--- src/inc/wkcs_consts.svh ---
`ifndef WKCS_CONSTS_SVH
`define WKCS_CONSTS_SVH

// Register byte offsets
`define WKCS_OFS_FILTER    12'h128
`define WKCS_OFS_WCS       12'h12C
`define WKCS_OFS_ADDR_LO   12'h200
`define WKCS_OFS_ADDR_HI   12'h204
`define WKCS_OFS_CTRL      12'h208
`define WKCS_OFS_IRQ_STS   12'h20C
`define WKCS_OFS_IRQ_MASK  12'h210

// Control and status bit positions
`define WKCS_BIT_REWIND    31
`define WKCS_BIT_GU_EN     9
`define WKCS_BIT_ADDR_RX   7
`define WKCS_BIT_PAT_RX    6
`define WKCS_BIT_MAGIC_RX  5
`define WKCS_BIT_BCAST_RX  4
`define WKCS_BIT_ADDR_EN   3
`define WKCS_BIT_PAT_EN    2
`define WKCS_BIT_MAGIC_EN  1
`define WKCS_BIT_BROADCAST_WAKE_ENABLE  0
`define WKCS_BIT_RES_CLR   0
`define WKCS_BIT_IRQ_WAKE  4

// Reset values
`define WKCS_RST_WORD      32'h0000_0000
`define WKCS_RST_FLAGS     4'h0
`define WKCS_RST_IRQ       5'h00

// Pattern filter depth in words
`define WKCS_FILTER_DEPTH  6'h28
`define WKCS_FILTER_LAST   6'h27

`endif

--- src/inc/wkcs_pkg.sv ---
package wkcs_pkg;
  typedef logic [31:0] wkcs_word_t;
  typedef logic [5:0]  wkcs_ptr_t;
  typedef logic [11:0] wkcs_addr_t;
  typedef enum logic [1:0] {
    WKCS_OKAY   = 2'h0,
    WKCS_SLVERR = 2'h2
  } wkcs_resp_t;
endpackage

--- src/logic/wkcs_filter_ptr.sv ---
`timescale 1ns/1ps
`include "wkcs_consts.svh"
module wkcs_filter_ptr
  import wkcs_pkg::*;
(
  input  wire logic      aclk,
  input  wire logic      aresetn,
  input  wire logic      rewind,
  input  wire logic      advance,
  output wkcs_ptr_t      ptr
);

  wkcs_ptr_t ptr_q;
  wkcs_ptr_t ptr_d;

  // Rewind beats a same-cycle advance
  always_comb begin
    ptr_d = ptr_q;
    if (rewind) begin
      ptr_d = 6'h00;
    end else if (advance) begin
      ptr_d = (ptr_q == `WKCS_FILTER_LAST) ? 6'h00 : ptr_q + 6'h01;
    end
  end

  always_ff @(posedge aclk) begin
    if (!aresetn) begin
      ptr_q <= 6'h00;
    end else begin
      ptr_q <= ptr_d;
    end
  end

  assign ptr = ptr_q;

  ptr_wrap_a: assert property (@(posedge aclk) disable iff (!aresetn)
    ptr_q == `WKCS_FILTER_LAST && advance && !rewind |=> ptr_q == 6'h00)
    else $error("filter pointer did not wrap after last entry");

  ptr_rewind_a: assert property (@(posedge aclk) disable iff (!aresetn)
    rewind |=> ptr_q == 6'h00)
    else $error("filter pointer not rewound");

endmodule // wkcs_filter_ptr

--- src/logic/wkcs_axil_slave.sv ---
`timescale 1ns/1ps
module wkcs_axil_slave
  import wkcs_pkg::*;
(
  input  wire logic       aclk,
  input  wire logic       aresetn,
  input  wire wkcs_addr_t s_axi_awaddr,
  input  wire logic       s_axi_awvalid,
  output logic            s_axi_awready,
  input  wire wkcs_word_t s_axi_wdata,
  input  wire logic [3:0] s_axi_wstrb,
  input  wire logic       s_axi_wvalid,
  output logic            s_axi_wready,
  output logic [1:0]      s_axi_bresp,
  output logic            s_axi_bvalid,
  input  wire logic       s_axi_bready,
  input  wire wkcs_addr_t s_axi_araddr,
  input  wire logic       s_axi_arvalid,
  output logic            s_axi_arready,
  output wkcs_word_t      s_axi_rdata,
  output logic [1:0]      s_axi_rresp,
  output logic            s_axi_rvalid,
  input  wire logic       s_axi_rready,
  output logic            wr_en,
  output wkcs_addr_t      wr_addr,
  output wkcs_word_t      wr_data,
  output logic [3:0]      wr_strb,
  input  wire logic       wr_ok,
  output logic            rd_en,
  output wkcs_addr_t      rd_addr,
  input  wire wkcs_word_t rd_data,
  input  wire logic       rd_ok
);

  logic aw_have_q;
  logic w_have_q;

  // Address and data may come in either order; hold each until both
  assign s_axi_awready = !aw_have_q && !s_axi_bvalid;
  assign s_axi_wready  = !w_have_q && !s_axi_bvalid;
  assign wr_en         = aw_have_q && w_have_q;

  always_ff @(posedge aclk) begin
    if (!aresetn) begin
      aw_have_q <= 1'b0;
      wr_addr   <= 12'h000;
    end else if (s_axi_awvalid && s_axi_awready) begin
      aw_have_q <= 1'b1;
      wr_addr   <= {s_axi_awaddr[11:2], 2'b00};
    end else if (wr_en) begin
      aw_have_q <= 1'b0;
    end
  end

  always_ff @(posedge aclk) begin
    if (!aresetn) begin
      w_have_q <= 1'b0;
      wr_data  <= 32'h0000_0000;
      wr_strb  <= 4'h0;
    end else if (s_axi_wvalid && s_axi_wready) begin
      w_have_q <= 1'b1;
      wr_data  <= s_axi_wdata;
      wr_strb  <= s_axi_wstrb;
    end else if (wr_en) begin
      w_have_q <= 1'b0;
    end
  end

  always_ff @(posedge aclk) begin
    if (!aresetn) begin
      s_axi_bvalid <= 1'b0;
      s_axi_bresp  <= WKCS_OKAY;
    end else if (wr_en) begin
      s_axi_bvalid <= 1'b1;
      s_axi_bresp  <= wr_ok ? WKCS_OKAY : WKCS_SLVERR;
    end else if (s_axi_bready) begin
      s_axi_bvalid <= 1'b0;
    end
  end

  // Read side effects fire on the accepting edge, so one read per request
  assign s_axi_arready = !s_axi_rvalid;
  assign rd_en         = s_axi_arvalid && s_axi_arready;
  assign rd_addr       = {s_axi_araddr[11:2], 2'b00};

  always_ff @(posedge aclk) begin
    if (!aresetn) begin
      s_axi_rvalid <= 1'b0;
      s_axi_rdata  <= 32'h0000_0000;
      s_axi_rresp  <= WKCS_OKAY;
    end else if (rd_en) begin
      s_axi_rvalid <= 1'b1;
      s_axi_rdata  <= rd_data;
      s_axi_rresp  <= rd_ok ? WKCS_OKAY : WKCS_SLVERR;
    end else if (s_axi_rready) begin
      s_axi_rvalid <= 1'b0;
    end
  end

  bresp_timing_a: assert property (@(posedge aclk) disable iff (!aresetn)
    wr_en |=> s_axi_bvalid ##0 !s_axi_awready)
    else $error("write response not raised after write");

  rvalid_timing_a: assert property (@(posedge aclk) disable iff (!aresetn)
    rd_en |=> s_axi_rvalid && !s_axi_arready)
    else $error("read data not raised after read accept");

endmodule // wkcs_axil_slave

--- src/logic/wkcs_top.sv ---
// Operation
// - Writing one to bit 31 rewinds both filter pointers; bit reads zero
// - Global unicast enable at bit 9 wakes on a global unicast frame
// - A frame is global unicast when destination bit 0 is zero
// - Global unicast wake also needs the pattern wake enable at bit 2
// - Address match flag at bit 7 sets on own-address frame
// - Pattern frame flag at bit 6 sets on filter match
// - Magic frame flag at bit 5 sets on valid magic packet
// - Broadcast flag at bit 4 sets on valid broadcast frame
// - With resume option set, finished resume clears all four flags
// - Address match enable at bit 3 arms wake on own-address frame
// - Own address comes from station address high and low registers
// - Pattern enable at bit 2 arms wake on programmed filter match
// - Magic enable at bit 1 arms wake on magic packet
// - Broadcast enable at bit 0 arms wake on broadcast frame
// - Filter port accesses step through 40 words, wrapping to first
//
// Design decision made here: register access over AXI4-Lite.
`timescale 1ns/1ps
`include "wkcs_consts.svh"
module wkcs_top
  import wkcs_pkg::*;
(
  input  wire logic        aclk,
  input  wire logic        aresetn,
  input  wire wkcs_addr_t  s_axi_awaddr,
  input  wire logic        s_axi_awvalid,
  output logic             s_axi_awready,
  input  wire wkcs_word_t  s_axi_wdata,
  input  wire logic [3:0]  s_axi_wstrb,
  input  wire logic        s_axi_wvalid,
  output logic             s_axi_wready,
  output logic [1:0]       s_axi_bresp,
  output logic             s_axi_bvalid,
  input  wire logic        s_axi_bready,
  input  wire wkcs_addr_t  s_axi_araddr,
  input  wire logic        s_axi_arvalid,
  output logic             s_axi_arready,
  output wkcs_word_t       s_axi_rdata,
  output logic [1:0]       s_axi_rresp,
  output logic             s_axi_rvalid,
  input  wire logic        s_axi_rready,
  input  wire logic        rx_frame_valid,
  input  wire logic [47:0] rx_dest_addr,
  input  wire logic        rx_magic_packet,
  input  wire logic        rx_pattern_match,
  input  wire logic        resume_done,
  output logic             wake_request,
  output logic             irq
);

  logic       wr_en;
  wkcs_addr_t wr_addr;
  wkcs_word_t wr_data;
  logic [3:0] wr_strb;
  logic       wr_ok;
  logic       rd_en;
  wkcs_addr_t rd_addr;
  wkcs_word_t rd_data;
  logic       rd_ok;

  wkcs_axil_slave u_bus (
    .aclk          (aclk),
    .aresetn       (aresetn),
    .s_axi_awaddr  (s_axi_awaddr),
    .s_axi_awvalid (s_axi_awvalid),
    .s_axi_awready (s_axi_awready),
    .s_axi_wdata   (s_axi_wdata),
    .s_axi_wstrb   (s_axi_wstrb),
    .s_axi_wvalid  (s_axi_wvalid),
    .s_axi_wready  (s_axi_wready),
    .s_axi_bresp   (s_axi_bresp),
    .s_axi_bvalid  (s_axi_bvalid),
    .s_axi_bready  (s_axi_bready),
    .s_axi_araddr  (s_axi_araddr),
    .s_axi_arvalid (s_axi_arvalid),
    .s_axi_arready (s_axi_arready),
    .s_axi_rdata   (s_axi_rdata),
    .s_axi_rresp   (s_axi_rresp),
    .s_axi_rvalid  (s_axi_rvalid),
    .s_axi_rready  (s_axi_rready),
    .wr_en         (wr_en),
    .wr_addr       (wr_addr),
    .wr_data       (wr_data),
    .wr_strb       (wr_strb),
    .wr_ok         (wr_ok),
    .rd_en         (rd_en),
    .rd_addr       (rd_addr),
    .rd_data       (rd_data),
    .rd_ok         (rd_ok)
  );

  function automatic wkcs_word_t merge(input wkcs_word_t old_v,
                                       input wkcs_word_t new_v,
                                       input logic [3:0] strb);
    wkcs_word_t res;
    res = old_v;
    for (int b = 0; b < 4; b++) begin
      if (strb[b]) begin
        res[b*8 +: 8] = new_v[b*8 +: 8];
      end
    end
    return res;
  endfunction

  // Register select
  logic wr_filter;
  logic wr_wcs;
  logic wr_lo;
  logic wr_hi;
  logic wr_ctrl;
  logic wr_ists;
  logic wr_imask;
  logic rd_filter;

  assign wr_filter = wr_en && wr_addr == `WKCS_OFS_FILTER;
  assign wr_wcs    = wr_en && wr_addr == `WKCS_OFS_WCS;
  assign wr_lo     = wr_en && wr_addr == `WKCS_OFS_ADDR_LO;
  assign wr_hi     = wr_en && wr_addr == `WKCS_OFS_ADDR_HI;
  assign wr_ctrl   = wr_en && wr_addr == `WKCS_OFS_CTRL;
  assign wr_ists   = wr_en && wr_addr == `WKCS_OFS_IRQ_STS;
  assign wr_imask  = wr_en && wr_addr == `WKCS_OFS_IRQ_MASK;
  assign rd_filter = rd_en && rd_addr == `WKCS_OFS_FILTER;
  assign wr_ok     = wr_filter || wr_wcs || wr_lo || wr_hi || wr_ctrl ||
                     wr_ists || wr_imask;

  // Enables {address, pattern, magic, broadcast} at bits 3:0
  logic [3:0] wake_en_q;
  logic       gu_en_q;
  logic       res_clr_q;
  wkcs_word_t addr_lo_q;
  wkcs_word_t addr_hi_q;

  always_ff @(posedge aclk) begin
    if (!aresetn) begin
      wake_en_q <= `WKCS_RST_FLAGS;
      gu_en_q   <= 1'b0;
    end else if (wr_wcs) begin
      if (wr_strb[0]) begin
        wake_en_q <= wr_data[`WKCS_BIT_ADDR_EN:`WKCS_BIT_BROADCAST_WAKE_ENABLE];
      end
      if (wr_strb[1]) begin
        gu_en_q <= wr_data[`WKCS_BIT_GU_EN];
      end
    end
  end

  always_ff @(posedge aclk) begin
    if (!aresetn) begin
      addr_lo_q <= `WKCS_RST_WORD;
      addr_hi_q <= `WKCS_RST_WORD;
      res_clr_q <= 1'b0;
    end else begin
      if (wr_lo) begin
        addr_lo_q <= merge(addr_lo_q, wr_data, wr_strb);
      end
      if (wr_hi) begin
        addr_hi_q <= merge(addr_hi_q, wr_data, wr_strb) & 32'h0000_FFFF;
      end
      if (wr_ctrl && wr_strb[0]) begin
        res_clr_q <= wr_data[`WKCS_BIT_RES_CLR];
      end
    end
  end

  // Pattern filter port: separate read and write walkers
  logic      rewind;
  wkcs_ptr_t wr_ptr;
  wkcs_ptr_t rd_ptr;

  assign rewind = wr_wcs && wr_strb[3] && wr_data[`WKCS_BIT_REWIND];

  wkcs_filter_ptr u_wr_ptr (
    .aclk    (aclk),
    .aresetn (aresetn),
    .rewind  (rewind),
    .advance (wr_filter),
    .ptr     (wr_ptr)
  );

  wkcs_filter_ptr u_rd_ptr (
    .aclk    (aclk),
    .aresetn (aresetn),
    .rewind  (rewind),
    .advance (rd_filter),
    .ptr     (rd_ptr)
  );

  wkcs_word_t filter_q [`WKCS_FILTER_DEPTH];

  generate
    for (genvar i = 0; i < `WKCS_FILTER_DEPTH; i++) begin : g_filter
      always_ff @(posedge aclk) begin
        if (!aresetn) begin
          filter_q[i] <= `WKCS_RST_WORD;
        end else if (wr_filter && wr_ptr == 6'(i)) begin
          filter_q[i] <= merge(filter_q[i], wr_data, wr_strb);
        end
      end
    end
  endgenerate

  // Frame classification
  logic       addr_hit;
  logic       bcast_hit;
  logic       gu_hit;
  logic [3:0] rx_ev;
  logic       wake_d;

  assign addr_hit  = rx_dest_addr == {addr_hi_q[15:0], addr_lo_q};
  assign bcast_hit = &rx_dest_addr;
  assign gu_hit    = !rx_dest_addr[0];
  assign rx_ev     = {4{rx_frame_valid}} &
                     {addr_hit, rx_pattern_match, rx_magic_packet, bcast_hit};
  assign wake_d    = |(rx_ev & wake_en_q) ||
                     (rx_frame_valid && gu_hit && gu_en_q &&
                      wake_en_q[`WKCS_BIT_PAT_EN]);

  always_ff @(posedge aclk) begin
    if (!aresetn) begin
      wake_request <= 1'b0;
    end else begin
      wake_request <= wake_d;
    end
  end

  // Received flags {address, pattern, magic, broadcast}; a new frame
  // outweighs a clear in the same cycle so no event is lost
  logic [3:0] rx_flags_q;
  logic [3:0] rx_clr;

  assign rx_clr = ({4{wr_wcs && wr_strb[0]}} &
                   wr_data[`WKCS_BIT_ADDR_RX:`WKCS_BIT_BCAST_RX]) |
                  {4{resume_done && res_clr_q}};

  generate
    for (genvar f = 0; f < 4; f++) begin : g_flag
      always_ff @(posedge aclk) begin
        if (!aresetn) begin
          rx_flags_q[f] <= 1'b0;
        end else if (rx_ev[f]) begin
          rx_flags_q[f] <= 1'b1;
        end else if (rx_clr[f]) begin
          rx_flags_q[f] <= 1'b0;
        end
      end
    end
  endgenerate

  // Interrupt status: received events plus wake, same layout as mask
  logic [4:0] irq_sts_q;
  logic [4:0] irq_mask_q;
  logic [4:0] irq_ev;

  assign irq_ev = {wake_d, rx_ev};

  generate
    for (genvar k = 0; k < 5; k++) begin : g_irq
      always_ff @(posedge aclk) begin
        if (!aresetn) begin
          irq_sts_q[k] <= 1'b0;
        end else if (irq_ev[k]) begin
          irq_sts_q[k] <= 1'b1;
        end else if (wr_ists && wr_strb[0] && wr_data[k]) begin
          irq_sts_q[k] <= 1'b0;
        end
      end
    end
  endgenerate

  always_ff @(posedge aclk) begin
    if (!aresetn) begin
      irq_mask_q <= `WKCS_RST_IRQ;
    end else if (wr_imask && wr_strb[0]) begin
      irq_mask_q <= wr_data[4:0];
    end
  end

  assign irq = |(irq_sts_q & irq_mask_q);

  // Read mux; rewind and reserved bits read zero
  always_comb begin
    rd_data = `WKCS_RST_WORD;
    rd_ok   = 1'b1;
    unique case (rd_addr)
      `WKCS_OFS_FILTER:   rd_data = filter_q[rd_ptr];
      `WKCS_OFS_WCS: begin
        rd_data[`WKCS_BIT_GU_EN] = gu_en_q;
        rd_data[`WKCS_BIT_ADDR_RX:`WKCS_BIT_BCAST_RX] = rx_flags_q;
        rd_data[`WKCS_BIT_ADDR_EN:`WKCS_BIT_BROADCAST_WAKE_ENABLE] = wake_en_q;
      end
      `WKCS_OFS_ADDR_LO:  rd_data = addr_lo_q;
      `WKCS_OFS_ADDR_HI:  rd_data = addr_hi_q;
      `WKCS_OFS_CTRL:     rd_data[`WKCS_BIT_RES_CLR] = res_clr_q;
      `WKCS_OFS_IRQ_STS:  rd_data[4:0] = irq_sts_q;
      `WKCS_OFS_IRQ_MASK: rd_data[4:0] = irq_mask_q;
      default:            rd_ok = 1'b0;
    endcase
  end

  gu_wake_a: assert property (@(posedge aclk) disable iff (!aresetn)
    rx_frame_valid && !rx_dest_addr[0] && gu_en_q &&
    wake_en_q[`WKCS_BIT_PAT_EN] |=> wake_request)
    else $error("global unicast frame did not wake");

  gu_needs_pattern_a: assert property (@(posedge aclk)
    disable iff (!aresetn)
    rx_frame_valid && wake_en_q == 4'h0 |=> !wake_request)
    else $error("wake without pattern enable");

  addr_flag_a: assert property (@(posedge aclk) disable iff (!aresetn)
    rx_frame_valid && rx_dest_addr == {addr_hi_q[15:0], addr_lo_q}
    |=> rx_flags_q[3])
    else $error("address match flag not set");

  pattern_flag_a: assert property (@(posedge aclk)
    disable iff (!aresetn)
    rx_frame_valid && rx_pattern_match |=> rx_flags_q[2])
    else $error("pattern flag not set");

  magic_flag_a: assert property (@(posedge aclk) disable iff (!aresetn)
    rx_frame_valid && rx_magic_packet |=> rx_flags_q[1])
    else $error("magic flag not set");

  bcast_flag_a: assert property (@(posedge aclk) disable iff (!aresetn)
    rx_frame_valid && rx_dest_addr == 48'hFFFF_FFFF_FFFF |=> rx_flags_q[0])
    else $error("broadcast flag not set");

  resume_clear_a: assert property (@(posedge aclk)
    disable iff (!aresetn)
    resume_done && res_clr_q && !rx_frame_valid |=> rx_flags_q == 4'h0)
    else $error("resume did not clear flags");

  flag_w1c_a: assert property (@(posedge aclk) disable iff (!aresetn)
    wr_wcs && wr_strb[0] && !rx_frame_valid && !resume_done
    |=> rx_flags_q == ($past(rx_flags_q) & ~$past(wr_data[7:4])))
    else $error("flag write-one-clear wrong");

  reset_zero_a: assert property (@(posedge aclk)
    !aresetn |=> wake_en_q == 4'h0 && !gu_en_q && rx_flags_q == 4'h0)
    else $error("enables or flags not zero after reset");

  bcast_wake_a: assert property (@(posedge aclk)
    disable iff (!aresetn)
    rx_frame_valid && &rx_dest_addr && wake_en_q[0] |=> wake_request)
    else $error("armed broadcast did not wake");

endmodule // wkcs_top

--- config.mk ---
export PLATFORM = sky130hd
export DESIGN_NAME = wkcs_top
export DESIGN_NICKNAME = d
export VERILOG_FILES = /design/src/inc/wkcs_pkg.sv /design/src/logic/wkcs_filter_ptr.sv /design/src/logic/wkcs_axil_slave.sv /design/src/logic/wkcs_top.sv
export VERILOG_INCLUDE_DIRS = /design/src /design/src/inc
export SDC_FILE = /design/constraint.sdc
export NUM_CORES = 2
export LEC_CHECK = 0
export ABC_CLOCK_PERIOD_IN_PS = 3900
export BUFFER_PORTS_ARGS = -buffer_cell sky130_fd_sc_hd__buf_2
export CORE_MARGIN = 5
export CORE_UTILIZATION = 44
export CTS_BUF_LIST = sky130_fd_sc_hd__clkbuf_16
export CTS_CLUSTER_DIAMETER = 80
export DETAILED_ROUTE_END_ITERATION = 16
export PLACE_DENSITY = 0.68
export SLEW_MARGIN = 30
export SYNTH_ARGS = -nofsm -noshare
export SYNTH_HDL_FRONTEND = slang
export SYNTH_SLANG_ARGS = --single-unit
--- constraint.sdc ---
create_clock -name aclk -period 3.9 [get_ports aclk]
set_input_delay 0.39 -clock aclk [delete_from_list [all_inputs] [get_ports aclk]]
set_output_delay 0.39 -clock aclk [all_outputs]
set_load 0.05 [all_outputs]
==> flow_summary.ini <==
[hold_path]
hp-class = in2reg
worstHoldStart = rx_pattern_match

[floorplanning]
fp.dieW_um = 402
ios = 162
core_um2 = 152000
die_y_um = 402
die_area_um2 = 162000
start_util = 0.444
rows = 143

[clocking]
cts_tree = built
path_clk_slew_ns = 0.07
cts-resized-gates = 0
root_buffer = clkbuf_16
numClockSinks = 1451
clk_latency_ns = 0.78
postCtsSetupRepairBufs = 0
cts_made_buffers = 148
cts_buffer_depth = 3
h-tree-depth = 4
hold_buffers = 54

[logic_synthesis]
yosysSeqAreaShare = 0.619
yosysTopAreaCellShare = 0.569
syn_inst = 5033
synth_seq_cells = 1451
synth_edf_count = 1280
synth_top_cells_by_area = edfxtp_1 (57%), mux4_2 (10%), and3_1 (8.7%)
async_flop_share = 0
yosysWarnings = 0
synth_top_flop_cell = edfxtp_1
synth_cell_types = 75
synth_top_area_cell = edfxtp_1
syn_area_um2 = 67600
syn_area_per_cell_um2 = 13.4
yosysMostFrequentCell = edfxtp_1
synth_common_cells = edfxtp_1 (1280), and3_1 (936), nand2_1 (467), clkbuf_1 (399), and2_1 (310)

[sta]
fin_setup_tns_ns = 0
whs_ns = 0.0518
finalMaxSlewViolations = 0
finalSetupViolations = 0
worstMarginPinSlew_ns = 1.04
maxSlewHeadroom = 0.307
skew_ns = 0.0378
fin_crit_sh = 0.833
fmax_mhz = 308
final_hold_viol_count = 0
min_period_ns = 3.25
rsz0062_at_grt = no

[drt]
routed_wl_mm = 193
routed-via-count = 43700
drt_first_pass_iters = 5
drc_errors = 0
ant_nets = 0
routedWlPerCell_um = 26.8
drtIter0Drc = 5406
via_per_inst = 6.05

[status]
run_status = finished clean

[global_routing]
grt_pass1_wl_mm = 288
antenna_found_initial = 9
grt_usage = 0.235
grt_overflow_total = 0
grt_max_degree = 121
grt_pass1_vias = 43100

[placement]
portBuffers = 155
dpl.hpwl_mm = 123
globalplace.congestion = 0.869

[setup_path]
path_class = reg2reg
path_max_fanout = 18
cp-start-kind = flop
rrSetupSlack_ns = 0.65
r2r_end = filter_q[39][7]
r2r-start = u_bus.wr_addr[11]
worstSetupEndpoint = filter_q[39][7]
worstPathRequired_ns = 4.35
endpoint_kind = flop
ff2ff_path_depth = 7
startpoint = u_bus.wr_addr[11]
worst-endpoint-arrival_ns = 3.69

[layout]
drive_gt1_frac = 0.191
fill_cells = 12500
seqCellArea_um2 = 41900
layout.core_utilization = 0.498
fin_nets = 5198
syn_to_final_growth_pct = 12.2
multiInputGateArea_um2 = 23400

[run]
maxCapViolations = 0

[power]
power_density_nw_per_um2 = 437
p_leak_nw = 29.1
ir_worst_vdd_mv = 0.499
-- worst max-delay path: stages, from the launching register on --
cell	delay, ns
dfxtp_1	0.33
nor4_2	0.44
nand4_2	0.37
nor2_2	0.36
and3_1	0.72
buf_4	0.34
nand2_1	0.07
nand2_1	0.29
-- per-stage QoR --
stage               total power [W]  std cells  cell area [um2]  worst slack [ns]
floorplan                    0.0189       5034            67600              1.36
global placement             0.0196       6899            70600             0.784
detailed placement           0.0196       6899            70600             0.712
CTS                          0.0332       7223            75800             0.684
global route                 0.0341       7224            75800             0.488
finish                       0.0332       7225            75800             0.652
-- logic make-up after synthesis --
| group | synth area share |
|---|---|
| AND/OR/NAND/NOR | 0.175 |
| flip-flops | 0.619 |
| buffers and inverters | 0.0355 |
| multiplexers | 0.125 |
| AO/OA/AOI/OAI | 0.0376 |
| XOR/XNOR | 0.00752 |
| adder cells (fa/ha/maj) | 0.000926 |
| other | 0.0000555 |
-- state kept, by name, summed over array words and instances, names as in the netlist, 4 cells and up, named ones only --
register / count
u_wr_ptr.ptr: 6
addr_hi_q: 16
u_rd_ptr.ptr: 6
u_bus.wr_strb: 4
wake_en_q: 4
addr_lo_q: 32
u_bus.wr_data: 32
u_bus.s_axi_rdata: 32
u_bus.wr_addr: 10
irq_sts_q: 5
filter_q: 1280
irq_mask_q: 5
rx_flags_q: 4
-- cells in the final DEF (no fill, tap or decap), drive strengths merged, types with 14 or more instances in the layout --
master,n
nand4,23
clkbuf,155
mux4,302
nand3,66
edfxtp,1280
clkinv,55
xor2,54
o22ai,56
inv,61
a21boi,87
a221oi,14
nor3,44
buf,382
mux2i,120
a211oi,20
o21ai,75
nor2b,47
mux2,37
dfxtp,171
and2,310
nand2,469
a21oi,35
dlygate4sd3,54
and3,937
o41ai,16
nor4,18
nor2,176
-- worst min path at each step --
stage	slack, ns	cells past startpoint	to
floorplan	0.45	2	u_bus.wr_addr[9]
CTS	0.003	3	irq_sts_q[2]
global placement	0.44	1	u_bus.s_axi_rdata[15]
global route	0.05	3	irq_sts_q[2]
finish	0.05	3	irq_sts_q[2]
detailed placement	0.45	1	u_bus.s_axi_rdata[15]
-- layer usage --
metal	share of wire	global-route usage	routed length, um
met1	0.39	0.327	76200
met2	0.46	0.364	89200
met3	0.11	0.0565	21100
met4	0.035	0.0826	6840
met5	0.00026	0	50
-- power by group --
group	internal [W]	total (W)	switching (W)
registers	0.0175	0.0178	0.000229
logic	0.000503	0.00161	0.00110
clock network	0.00772	0.0138	0.00608
-- layout make-up --
class / instances / share of cell area
flip-flops and latches: 1451 / 0.552
multi-input cells: 3028 / 0.309
clock buffers: 155 / 0.0512
repair buffers: 436 / 0.0434
well taps: 2030 / 0.0335
clock inverters: 115 / 0.0100
inverters: 9 / 0.000446
diodes: 1 / 0.0000330
No activity file was read; power rests on OpenSTA's default activity.
